===== config.mk =====
export PLATFORM = sky130hd
export DESIGN_NAME = rcfs_supervisor
export DESIGN_NICKNAME = d
export VERILOG_FILES = /design/src/rcfs_supervisor.v
export VERILOG_INCLUDE_DIRS = /design/src
export SDC_FILE = /design/constraint.sdc
export NUM_CORES = 1
export LEC_CHECK = 0
export ABC_AREA = 1
export BUFFER_PORTS_ARGS = -buffer_cell sky130_fd_sc_hd__buf_4
export CAP_MARGIN = 20
export CORE_ASPECT_RATIO = 1.25
export CORE_UTILIZATION = 62
export CTS_BUF_LIST = sky130_fd_sc_hd__clkbuf_8 sky130_fd_sc_hd__clkbuf_16
export CTS_CLUSTER_DIAMETER = 60
export CTS_CLUSTER_SIZE = 30
export DETAILED_ROUTE_END_ITERATION = 8
export GPL_TIMING_DRIVEN = 0
export PLACE_DENSITY_LB_ADDON = 0.2
export SETUP_SLACK_MARGIN = 0.5
export SLEW_MARGIN = 20
export SYNTH_ARGS = -nofsm -noshare
export SYNTH_HDL_FRONTEND = slang
export SYNTH_SLANG_ARGS = --single-unit

===== constraint.sdc =====
create_clock -name CLOCK -period 8 [get_ports CLOCK]
set_input_delay 1.2 -clock CLOCK [delete_from_list [all_inputs] [get_ports CLOCK]]
set_output_delay 1.2 -clock CLOCK [all_outputs]
set_load 0.005 [all_outputs]

===== src/rcfs_defs.vh =====
// Constants for the redundant CPU fault supervisor
`ifndef RCFS_DEFS_VH
`define RCFS_DEFS_VH
// Redundancy modes
`define RCFS_MODE_MASTER  3'h0
`define RCFS_MODE_RESERVE 3'h1
`define RCFS_MODE_BACKUP  3'h2
`define RCFS_MODE_PASSIVE 3'h3
`define RCFS_MODE_FAILURE 3'h4
`define RCFS_MODE_STOP    3'h5
// Pairing kinds
`define RCFS_PAIR_RESERVE 1'b0
`define RCFS_PAIR_BACKUP  1'b1
// Register offsets
`define RCFS_REG_CTRL     4'h0
`define RCFS_REG_STATUS   4'h1
`define RCFS_REG_CAP_ADDR 4'h2
`define RCFS_REG_CAP_CTRL 4'h3
`define RCFS_REG_DIAG     4'h4
`define RCFS_REG_DEAD     4'h5
// Control register fields
`define RCFS_CTRL_SYNC_REQ 0
`define RCFS_CTRL_LOADING  1
`define RCFS_CTRL_PAIRING  2
`define RCFS_CTRL_INIT_DONE 3
`define RCFS_CTRL_RESET    8'h00
// Diagnosis register fields
`define RCFS_DIAG_PRIMARY_DONE 0
`define RCFS_DIAG_PRIMARY_FOUND 1
`define RCFS_DIAG_SELF_FAULT 2
`define RCFS_DIAG_PARTNER_FAULT 3
`define RCFS_DIAG_FATAL 4
`define RCFS_DIAG_SELFTEST_DONE 5
// Dead time bounds in microseconds and clock
`define RCFS_CLK_MHZ 20
`define RCFS_DEAD_MIN_US 1000
`define RCFS_DEAD_MAX_US 50000
`define RCFS_DEAD_TYP_US 5000
`define RCFS_DEAD_MIN_CYC (`RCFS_DEAD_MIN_US * `RCFS_CLK_MHZ)
`define RCFS_DEAD_MAX_CYC (`RCFS_DEAD_MAX_US * `RCFS_CLK_MHZ)
`define RCFS_DEAD_TYP_CYC (`RCFS_DEAD_TYP_US * `RCFS_CLK_MHZ)
`endif


===== src/rcfs_supervisor.v =====
// Fault supervisor for one CPU of a lock-stepped redundant pair
//
// Chosen here: the address map and the strobed register port.
`include "rcfs_defs.vh"
`default_nettype none
module rcfs_supervisor (
    // Clock, reset, enable
    input wire CLOCK,
    input wire RST_N,
    input wire CE,
    // Register port
    input wire [3:0] ADDR,
    input wire [7:0] WDATA,
    input wire WR,
    input wire RD,
    output reg [7:0] RDATA,
    // Bus streams of own and partner CPU
    input wire [15:0] OWN_ADDR,
    input wire [15:0] PARTNER_ADDR,
    input wire [7:0] OWN_DATA,
    input wire [7:0] PARTNER_DATA,
    input wire [3:0] OWN_CTRL,
    input wire [3:0] PARTNER_CTRL,
    // Partner status
    input wire PARTNER_IS_MASTER,
    input wire PARTNER_FATAL,
    // Processor handshake
    input wire INSTR_DONE,
    // Power supply signals
    input wire POWER_FAIL_WARNING,
    input wire MEMORY_PROTECT,
    input wire CENTRAL_RESET,
    // Outputs
    output reg COMPARE_MISMATCH_INTERRUPT,
    output reg SYNC_MODE,
    output reg INTERCPU_LINK_EN,
    output reg REDUNDANT_OK,
    output reg PROCESS_HALT,
    output reg FETCH_EN,
    output reg MEM_ACCESS_EN,
    output reg CLEAR_USER_MEM,
    output reg LOAD_ABORT,
    output reg SELFTEST_START,
    output reg INIT_RUN,
    output reg [2:0] MODE
);

// ----------------------------------------------------------------------
// State and registers
// ----------------------------------------------------------------------
localparam ST_BASIC = 3'h0;
localparam ST_INIT = 3'h1;
localparam ST_RUN = 3'h2;
localparam ST_PRIMARY = 3'h3;
localparam ST_SELFTEST = 3'h4;
localparam ST_RESOLVE = 3'h5;
localparam ST_DEAD = 3'h6;

reg [2:0] state;
reg [7:0] ctrl;
reg [7:0] diag;
reg [15:0] cap_addr;
reg [3:0] cap_ctrl;
reg [20:0] dead_cnt;
reg [7:0] dead_ms;
reg fault_seen;
reg pf_stop;
reg [2:0] next_mode;
reg next_clear;

// Register map seen by the local software
//   0 control: sync request (self-clearing), loading, pairing kind, init done
//   1 status: sync, redundancy ok, fault seen, fetch stopped, mode
//   2 captured address, low byte
//   3 captured control lines beside the captured address top nibble
//   4 diagnosis results, written by the fault-locating routine
//   5 dead time in milliseconds, clamped to the allowed window
// Unmapped offsets read as zero and ignore writes, so probing is harmless.
// Mode is deliberately not writable: only resolution, a mismatch in backup mode and reset move it,
// which keeps a stray store from promoting a CPU to master.
// The captured lines stay put until the next mismatch overwrites them,
// so software may read them at leisure during the dead time.

// Comparison only runs while the pair is coupled; once split the two
// streams differ legitimately and must not raise the interrupt.
wire mismatch = SYNC_MODE && ((OWN_ADDR != PARTNER_ADDR) || (OWN_DATA != PARTNER_DATA)
    || (OWN_CTRL != PARTNER_CTRL));
wire is_master = (MODE == `RCFS_MODE_MASTER);
// Warning stands and the processor is between instructions: fetch no more
wire pf_block = POWER_FAIL_WARNING && (INSTR_DONE || !FETCH_EN);

// Dead time in cycles, clamped to the allowed window
// Software sets the figure per fault class; a zero or oversized value
// is pulled into range rather than refused, so a bad setting still
// leaves the user program suspended long enough for diagnosis.
function [20:0] dead_cycles;
    input [7:0] ms;
    reg [31:0] cyc;
    reg [31:0] lim_lo;
    reg [31:0] lim_hi;
    begin
        cyc = ms * (`RCFS_CLK_MHZ * 1000);
        lim_lo = `RCFS_DEAD_MIN_CYC;
        lim_hi = `RCFS_DEAD_MAX_CYC;
        if (cyc < lim_lo)
            cyc = lim_lo;
        else if (cyc > lim_hi)
            cyc = lim_hi;
        dead_cycles = cyc[20:0];
    end
endfunction

// ----------------------------------------------------------------------
// Mode resolution from diagnosis results
// ----------------------------------------------------------------------
// Priority, highest first:
//   fatal fault here         -> stop
//   partner reports fatal    -> take mastership
//   both sides faulty        -> master keeps, other fails
//   fault in this CPU only   -> depends on pairing kind and role
//   fault in the partner     -> standby may take over
//   nothing found            -> master keeps, other goes passive
// Fatal results are checked first because a stopped CPU must never
// end up holding mastership whatever the other flags say.
// The result is only applied in the resolve state, so flags that
// software is still writing cannot move the mode early.
always @* begin
    next_mode = MODE;
    next_clear = 1'b0;
    if (diag[`RCFS_DIAG_FATAL]) begin
        next_mode = `RCFS_MODE_STOP;
    end else if (PARTNER_FATAL) begin
        next_mode = `RCFS_MODE_MASTER;
    end else if (diag[`RCFS_DIAG_SELF_FAULT] && diag[`RCFS_DIAG_PARTNER_FAULT]) begin
        next_mode = is_master ? `RCFS_MODE_MASTER : `RCFS_MODE_FAILURE;
    end else if (diag[`RCFS_DIAG_SELF_FAULT]) begin
        if (is_master && ctrl[`RCFS_CTRL_PAIRING] == `RCFS_PAIR_RESERVE)
            next_mode = `RCFS_MODE_FAILURE;
        else if (is_master)
            next_mode = `RCFS_MODE_MASTER;
        else
            next_mode = `RCFS_MODE_FAILURE;
    end else if (diag[`RCFS_DIAG_PARTNER_FAULT]) begin
        if (!is_master && ctrl[`RCFS_CTRL_PAIRING] == `RCFS_PAIR_RESERVE && PARTNER_IS_MASTER)
            next_mode = `RCFS_MODE_MASTER;
        else if (!is_master)
            next_mode = `RCFS_MODE_PASSIVE;
    end else begin
        next_mode = is_master ? `RCFS_MODE_MASTER : `RCFS_MODE_PASSIVE;
    end
    // Backup side of a backup pairing holds stale data
    if (ctrl[`RCFS_CTRL_PAIRING] == `RCFS_PAIR_BACKUP && !is_master)
        next_clear = 1'b1;
end

// ----------------------------------------------------------------------
// Main sequencer
// ----------------------------------------------------------------------
// Flow: basic -> init -> run; a mismatch in run goes to primary
// diagnosis, optionally self-test, then resolution and the dead time.
// Loading faults and faults in backup mode skip diagnosis entirely.
// Central reset overrides every state, but the register port and the
// power sequencing stay live so software can still inspect a halt.
// All state freezes while the clock enable is low; pulses then stretch
// until the enable returns, which downstream logic must tolerate.
// Every output is registered, so each one lags its cause by one edge;
// the partner sees the same lag, which keeps the pair in step.
// A mismatch outside the run state is ignored: the pair is already
// split there, and comparison only restarts with a new sync run.
always @(posedge CLOCK) begin
    if (!RST_N) begin
        // Basic state with the program halted and memory shut off;
        // the sync request and loading flags start cleared.
        state <= ST_BASIC;
        MODE <= `RCFS_MODE_PASSIVE;
        ctrl <= `RCFS_CTRL_RESET;
        diag <= 8'h00;
        cap_addr <= 16'h0000;
        cap_ctrl <= 4'h0;
        dead_cnt <= 21'h000000;
        dead_ms <= 8'h05;
        fault_seen <= 1'b0;
        pf_stop <= 1'b0;
        COMPARE_MISMATCH_INTERRUPT <= 1'b0;
        SYNC_MODE <= 1'b0;
        INTERCPU_LINK_EN <= 1'b0;
        REDUNDANT_OK <= 1'b0;
        PROCESS_HALT <= 1'b1;
        FETCH_EN <= 1'b0;
        MEM_ACCESS_EN <= 1'b0;
        CLEAR_USER_MEM <= 1'b0;
        LOAD_ABORT <= 1'b0;
        SELFTEST_START <= 1'b0;
        INIT_RUN <= 1'b0;
        RDATA <= 8'h00;
    end else if (CE) begin
        // Pulses default low
        COMPARE_MISMATCH_INTERRUPT <= 1'b0;
        SELFTEST_START <= 1'b0;
        CLEAR_USER_MEM <= 1'b0;
        LOAD_ABORT <= 1'b0;
        // Register writes
        // Diagnosis results and the dead time may be rewritten at any time;
        // the sequencer samples them only in the states that use them.
        if (WR) begin
            case (ADDR)
                `RCFS_REG_CTRL: ctrl <= WDATA;
                `RCFS_REG_DIAG: diag <= WDATA;
                `RCFS_REG_DEAD: dead_ms <= WDATA;
                default: ;
            endcase
        end
        // Register reads, answered next cycle
        // The read data drop back to zero after one cycle so a stale
        // value is never mistaken for a fresh answer.
        RDATA <= 8'h00;
        if (RD) begin
            case (ADDR)
                `RCFS_REG_CTRL: RDATA <= ctrl;
                `RCFS_REG_STATUS: RDATA <= {SYNC_MODE, REDUNDANT_OK, fault_seen, pf_stop, 1'b0, MODE};
                `RCFS_REG_CAP_ADDR: RDATA <= cap_addr[7:0];
                `RCFS_REG_CAP_CTRL: RDATA <= {cap_ctrl, cap_addr[15:12]};
                `RCFS_REG_DIAG: RDATA <= diag;
                `RCFS_REG_DEAD: RDATA <= dead_ms;
                default: RDATA <= 8'h00;
            endcase
            // Reading the status register clears the fault flag unless a new fault lands now
            if (ADDR == `RCFS_REG_STATUS && !mismatch)
                fault_seen <= 1'b0;
        end
        // Memory protect blocks memory access and fetch, but not the memory clear pulse
        // Central reset also blocks memory, as the processor is not yet in a
        // known state and could otherwise corrupt retained user data.
        MEM_ACCESS_EN <= !MEMORY_PROTECT && !CENTRAL_RESET;
        // Power-fail: let the current instruction finish, then stop fetching
        // The stop takes effect on the same edge as the flag, so fetch can
        // never reopen in the cycle before the flag is seen.
        if (pf_block)
            pf_stop <= 1'b1;
        FETCH_EN <= (state == ST_RUN) && !pf_stop && !pf_block
            && !MEMORY_PROTECT && !PROCESS_HALT;
        if (CENTRAL_RESET) begin
            // Defined basic state while central reset is held
            state <= ST_BASIC;
            MODE <= `RCFS_MODE_PASSIVE;
            SYNC_MODE <= 1'b0;
            INTERCPU_LINK_EN <= 1'b0;
            REDUNDANT_OK <= 1'b0;
            PROCESS_HALT <= 1'b1;
            INIT_RUN <= 1'b0;
            pf_stop <= 1'b0;
        end else begin
            case (state)
                ST_BASIC: begin
                    // Supply still protecting memory: wait, per the supply's sequence
                    // Leaving early would let the processor touch memory that
                    // the supply still holds locked.
                    if (!MEMORY_PROTECT && !POWER_FAIL_WARNING) begin
                        state <= ST_INIT;
                        INIT_RUN <= 1'b1;
                    end
                end
                ST_INIT: begin
                    // Software signals the end of its initialization routine
                    // through the control register; until then it stays halted.
                    if (ctrl[`RCFS_CTRL_INIT_DONE]) begin
                        INIT_RUN <= 1'b0;
                        PROCESS_HALT <= 1'b0;
                        state <= ST_RUN;
                    end
                end
                ST_RUN: begin
                    // Synchronization run completes on software request
                    // Redundancy counts as restored only from this point on.
                    if (ctrl[`RCFS_CTRL_SYNC_REQ] && !SYNC_MODE) begin
                        SYNC_MODE <= 1'b1;
                        INTERCPU_LINK_EN <= 1'b1;
                        REDUNDANT_OK <= 1'b1;
                        ctrl[`RCFS_CTRL_SYNC_REQ] <= 1'b0;
                    end
                    // Interrupt, halt, capture and split land on the same edge;
                    // FETCH_EN drops one edge later, as it follows the registered halt, so one more fetch cycle can slip out.
                    if (mismatch) begin
                        COMPARE_MISMATCH_INTERRUPT <= 1'b1;
                        PROCESS_HALT <= 1'b1;
                        cap_addr <= OWN_ADDR;
                        cap_ctrl <= OWN_CTRL;
                        fault_seen <= 1'b1;
                        SYNC_MODE <= 1'b0;
                        INTERCPU_LINK_EN <= 1'b0;
                        REDUNDANT_OK <= 1'b0;
                        dead_cnt <= dead_cycles(dead_ms);
                        diag <= 8'h00;
                        if (ctrl[`RCFS_CTRL_LOADING]) begin
                            // Loading: no diagnosis, abort, clear memory
                            // A half-loaded image is useless on either CPU.
                            LOAD_ABORT <= 1'b1;
                            CLEAR_USER_MEM <= 1'b1;
                            ctrl[`RCFS_CTRL_LOADING] <= 1'b0;
                            state <= ST_DEAD;
                        end else if (MODE == `RCFS_MODE_BACKUP) begin
                            // A backup CPU holds no consistent data worth diagnosing.
                            CLEAR_USER_MEM <= 1'b1;
                            MODE <= `RCFS_MODE_PASSIVE;
                            state <= ST_DEAD;
                        end else begin
                            state <= ST_PRIMARY;
                        end
                    end
                end
                ST_PRIMARY: begin
                    // Primary location reads the partner's fault signals; a fatal
                    // result needs no self-test as the outcome is already fixed.
                    if (diag[`RCFS_DIAG_PRIMARY_DONE]) begin
                        if (diag[`RCFS_DIAG_PRIMARY_FOUND] || diag[`RCFS_DIAG_FATAL]) begin
                            state <= ST_RESOLVE;
                        end else begin
                            SELFTEST_START <= 1'b1;
                            state <= ST_SELFTEST;
                        end
                    end
                end
                ST_SELFTEST: begin
                    // Self-test covers processor, memory and process data paths
                    // and may take up to the longest dead time.
                    if (diag[`RCFS_DIAG_SELFTEST_DONE])
                        state <= ST_RESOLVE;
                end
                ST_RESOLVE: begin
                    // Resolution sets the mode on this one edge only; the dead time itself never moves it.
                    MODE <= next_mode;
                    CLEAR_USER_MEM <= next_clear;
                    state <= ST_DEAD;
                end
                ST_DEAD: begin
                    // User program stays suspended for the dead time
                    // Failure and stop keep the program halted afterwards; a good
                    // CPU resumes but stays uncoupled until software resyncs.
                    if (dead_cnt != 21'h000000)
                        dead_cnt <= dead_cnt - 21'h000001;
                    else begin
                        PROCESS_HALT <= (MODE == `RCFS_MODE_STOP) || (MODE == `RCFS_MODE_FAILURE);
                        state <= ST_RUN;
                    end
                end
                default: state <= ST_BASIC;
            endcase
        end
    end
end

endmodule // rcfs_supervisor
`default_nettype wire


# After elaboration in Yosys (flattened, before gate mapping)
# Index checks and enable logic that the tools add are counted.
# Widths: inputs -> output; s select.
[op_classes]
magnitude_cmp = 2
n_bitwise = 2
n_div = 0
n_shift = 0
n_mux = 81
add_sub_neg = 1
n_reduce_logical = 51
multipliers = 1
eq_ne = 28
[ops]
columns = ["cell", "n"]
rows = [
  ["$mux 21", 4],
  ["$mux 3", 22],
  ["$mux 8", 6],
  ["$pmux 8 s6", 1],
  ["$pmux 21 s2", 1],
  ["$mux 1", 37],
  ["$gt 23x20->1 const B", 1],
  ["$lt 23x15->1 const B", 1],
  ["$ne 3x3->1 const B", 7],
  ["$pmux 3 s7", 1],
  ["$reduce_bool 21->1", 1],
  ["$sub 21x1->21 const B", 1],
  ["$mul 8x10->18 const B", 1],
  ["$ne 16x16->1", 1],
  ["$eq 3x3->1 const B", 5],
  ["$logic_and 1x1->1", 15],
  ["$logic_not 1->1", 10],
  ["$mux 2", 5],
  ["$reduce_and 5->1", 2],
  ["$eq 3x2->1 const B", 3],
  ["$ne 9x9->1 const B", 1],
  ["$reduce_and 3->1", 3],
  ["$reduce_bool 3->1", 3],
  ["$eq 4x2->1 const B", 2],
  ["20 further kinds", 32],
]
[word_totals]
register_bits = 90
romBits = 0
latch_bits = 0
mem_bits_rw = 0
memories = 0

# Longest topological paths before layout
[logic_depth]
word_depth = 12
ltp_mapped = 23
mapped_depth_nobuf = 23

# Least setup slack after synthesis
# Ideal clock, no wire load.
[synth_path]
path_type = "register to register"
startpoint = "register dead_ms[2]"
endpoint = "register dead_cnt[6]"
setup_slack_ps = 4049
arrival_ps = 3885
path_stages_with_launch = 20
path_buffers = 0
cell_sequence = "dfxtp_1 > inv_1 > ha_1 > ha_1 > inv_1 > fa_1 > inv_1 > fa_1 > fa_1 > nand3_1 > nand2_1 > nand3_1 > nand2_1 > nand2_1 > nand2_1 > nand4_1 > nor2_1 > nor2_1 > o21ai_0 > a21oi_2"
[synth_via]
elab_chain_cells = 6
elab_cells_between_ends = 7
[synth_lines]
columns = ["item", "line_no", "source"]
rows = [
  ["start, declared", "rcfs_supervisor.v:65", "reg [7:0] dead_ms;"],
  ["start signal, assigned", "rcfs_supervisor.v:181", "dead_ms <= 8'h05;"],
  ["start signal, assigned", "rcfs_supervisor.v:209", "`RCFS_REG_DEAD: dead_ms <= WDATA;"],
  ["$mul 8x10->18 (*)", "rcfs_supervisor.v:102", "cyc = ms * (`RCFS_CLK_MHZ * 1000);"],
  ["$gt 23x20->1", "rcfs_supervisor.v:107", "else if (cyc > lim_hi)"],
  ["$mux 21", "rcfs_supervisor.v:107", ""],
  ["$mux 21 (*)", "rcfs_supervisor.v:105", "if (cyc < lim_lo)"],
  ["$mux 21 (*)", "rcfs_supervisor.v:283", "if (mismatch) begin"],
  ["$pmux 21 s2 (*)", "rcfs_supervisor.v:253", "case (state)"],
  ["end signal, assigned", "rcfs_supervisor.v:292", "dead_cnt <= dead_cycles(dead_ms);"],
  ["end signal, assigned", "rcfs_supervisor.v:340", "dead_cnt <= dead_cnt - 21'h000001;"],
  ["end, declared", "rcfs_supervisor.v:64", "reg [20:0] dead_cnt;"],
]
# Every way passes the cells marked *; elsewhere a longest branch is shown, timed or not. The select of a mux whose other input is x is not followed.
# A chain may end at the register's enable or synchronous reset.

# Worst setup path in the final report
[layout_path]
startpoint = "register dead_ms[2]"
endpoint = "register dead_cnt[5]"
# Same word-level chain as after synthesis.

==> impl_metrics.tcl <==
set metrics [dict create \
    r2r-end "dead_cnt[5]" \
    synth_top_area_share_pct 27.1 \
    synth-main-ff-cell "dfxtp_1" \
    p_sw_w 0.000350 \
    vias 6802 \
    worst_pin_slew_ns 0.971 \
    synth.net_count 1089 \
    finalSetupViolations 0 \
    ir_drop_mv 0.140 \
    numCtsBuffers 9 \
    hold_viol_final 0 \
    start_kind "flop" \
    syn_area_um2 6350 \
    detail_route.iter0.violations 417 \
    die_area_um2 10700 \
    yosysSeqAreaShare_pct 27.1 \
    synth_seq_cells 86 \
    antenna_found_initial 0 \
    maxSlewViolCount 0 \
    ctsLongestPathBuffers 2 \
    hp-class "reg2reg" \
    drc_errors 0 \
    holdBufCountCts 0 \
    ios 101 \
    power.share.switching_pct 30.0 \
    cp.required_ns 8.22 \
    max-cap-violations 0 \
    syn_avg_cell_area_um2 6.66 \
    firstDrtPassIters 5 \
    grt_use_total_pct 33.4 \
    wl_per_cell_um 14.5 \
    min_to "cap_addr[2]" \
    synth_top_cells_by_area "dfxtp_1 27%, nand2_1 13%, ha_1 8.7%, inv_1 8.2%, a21oi_1 7.7%" \
    fin_util_pct 77.7 \
    setup_ws_ns 3.40 \
    cts_sinks 86 \
    viasPerCell 5.69 \
    internal_power_w 0.000815 \
    finClkSkew_ns 0.00628 \
    cp.arrival_ns 4.83 \
    dieWidth_um 92.5 \
    power_frac_seq_pct 38.6 \
    worstSetupPathType "reg2reg" \
    postRouteAntennaNets 0 \
    r2r_start "dead_ms[2]" \
    grt_pass1_wl_um 28400 \
    hold_start "cap_addr[2]" \
    tritoncts "done" \
    cp-end-kind "flop" \
    die_y_um 115 \
    num_rows 40 \
    synth_cell_type_count 42 \
    grt_pass1_vias 6332 \
    io_buffers 100 \
    holdPathStages 2 \
    grt_overflow 0 \
    layout_min_cycle_time_ns 4.60 \
    setup_tns_ns 0 \
    clock_latency_ns 0.34 \
    r2r_slack_ns 3.40 \
    synthTopCellsByCount "216 x nand2_1, 139 x inv_1, 98 x a21oi_1" \
    diodes 0 \
    critPathMaxFanout 9 \
    drt-total-wl_um 17400 \
    clk_pin_slew_ns 0.07 \
    yosys_warnings 0 \
    core-area_um2 9760 \
    min_period_over_period_pct 57.5 \
    gp_congestion 0.997 \
    yosysTopAreaCell "dfxtp_1" \
    nNetsFinal 1200 \
    combPwrFrac_pct 22.1 \
    ctsHtreeMaxLevel 3 \
    cts_resized 0 \
    worstRegToRegCells 20 \
    max_freq_mhz 217 \
    total_power_w 0.00116 \
    status "finished, final reports clean" \
    netlist_instances 954 \
    pre_cts_slack_ns 3.45 \
    synthArstFlopShare_pct 0 \
    drive_gt1_share_pct 12.9 \
    yosysMostFrequentCell "nand2_1" \
    hpwl_um 13800 \
    clockPowerShare_pct 39.3 \
    area_growth_pct 19.4 \
    p_leak_nw 3.76 \
    cts_root_buf "clkbuf_16" \
    fillCellCount 739 \
    power_density_nw_per_um2 154 \
    floorplan.initialDensity_pct 65.1 \
    grt_max_degree 16 \
    rsz0062_at_grt "false" \
    slew_headroom_pct 34.8 \
    synth_edf_count 0 \
    post_cts_buffers 0 \
]
==> placed cells by master (no fill, tap or decap), types with 3 or more instances in the layout <==
master     instances
a21oi_2            9
dfxtp_1           86
nand4_1           21
clkbuf_1          17
nor3_1            17
buf_4            102
a211oi_1           3
nand3_1           43
o31ai_1            8
nor2_1            82
inv_1            139
o22ai_1           21
nand2_1          216
xor2_1            10
o21ai_0           65
nor4_1             3
clkbuf_16          9
clkinv_4           3
o211ai_1           8
fa_1              12
nand3b_1           7
a21oi_1           98
xnor2_1           15
ha_1              44
clkinv_1           3
==> state kept, by name, summed over array words and instances, names as in the netlist, 3 cells and up <==
name and flops:
dead_ms 8, cap_addr 12, cap_ctrl 4, RDATA 8, state 3, MODE 3, dead_cnt 21, ctrl 8
diag 8
==> metal layers <==
layer | track usage, % | share of wire (%)
met5 | 0 | 0
met4 | 16.8 | 4.0
met3 | 3.57 | 7.5
met2 | 59.9 | 49
met1 | 39.6 | 40
==> worst max path at each step <==
stage / start / to / slack (ns)
finish: dead_ms[2] / dead_cnt[5] / 3.40
global route: dead_ms[2] / dead_cnt[14] / 3.00
CTS: dead_ms[2] / dead_cnt[14] / 3.42
detailed placement: dead_ms[2] / dead_cnt[11] / 3.45
global placement: dead_ms[2] / dead_cnt[11] / 3.60
floorplan: dead_ms[2] / dead_cnt[6] / 4.05
==> metrics by stage <==
stage | instances | cell area, um^2 | hold slack [ns]
6_report | 1196 | 7580 | 0.454
5_1_grt | 1196 | 7580 | 0.475
4_1_cts | 1196 | 7580 | 0.454
3_5_place_dp | 1180 | 7260 | 0.445
3_3_place_gp | 1180 | 7260 | 0.439
2_1_floorplan | 954 | 6350 | 0.429
==> area by class of cell <==
class	instances	area, um^2	area share (%)
Multi-Input combinational cell	702	3970	52.3
Sequential cell	86	1720	22.7
Timing Repair Buffer	100	751	9.90
Inverter	142	533	7.03
Clock buffer	9	225	2.97
Tap cell	126	158	2.08
Buffer	24	128	1.68
Clock inverter	7	98.8	1.30
==> power by group through the flow <==
stage,logic (W),registers [W],clock network [W]
after floorplan,0.000165,0.000457,0
after global placement,0.000246,0.000459,0
after detailed placement,0.000251,0.000460,0
after CTS,0.000253,0.000450,0.000456
after global routing,0.000286,0.000451,0.000472
final,0.000257,0.000450,0.000458
==> worst max-delay path: stages, from the launching register on <==
cell     delay [ns]
dfxtp_1        0.53
inv_1          0.18
ha_1           0.36
ha_1           0.29
inv_1          0.05
fa_1           0.50
inv_1          0.06
fa_1           0.54
fa_1           0.52
nand3_1        0.14
nand2_1        0.09
nand3_1        0.12
nand2_1        0.08
nand2_1        0.06
nand2_1        0.05
nand4_1        0.11
nor2_1         0.05
nor2_1         0.41
nand2_1        0.16
nand2_1        0.11
a21oi_1        0.07
==> cells by family after synthesis <==
kind of cell / synth area share (%)
AOI/OAI and AO/OA: 19.8
xor gates and xnor gates: 3.45
adders and majority gates: 12.5
buffers and inverters: 10.4
DFF: 27.1
muxes: 0.158
and+or+nand+nor: 26.7
No activity file was read; power rests on OpenSTA's default activity.
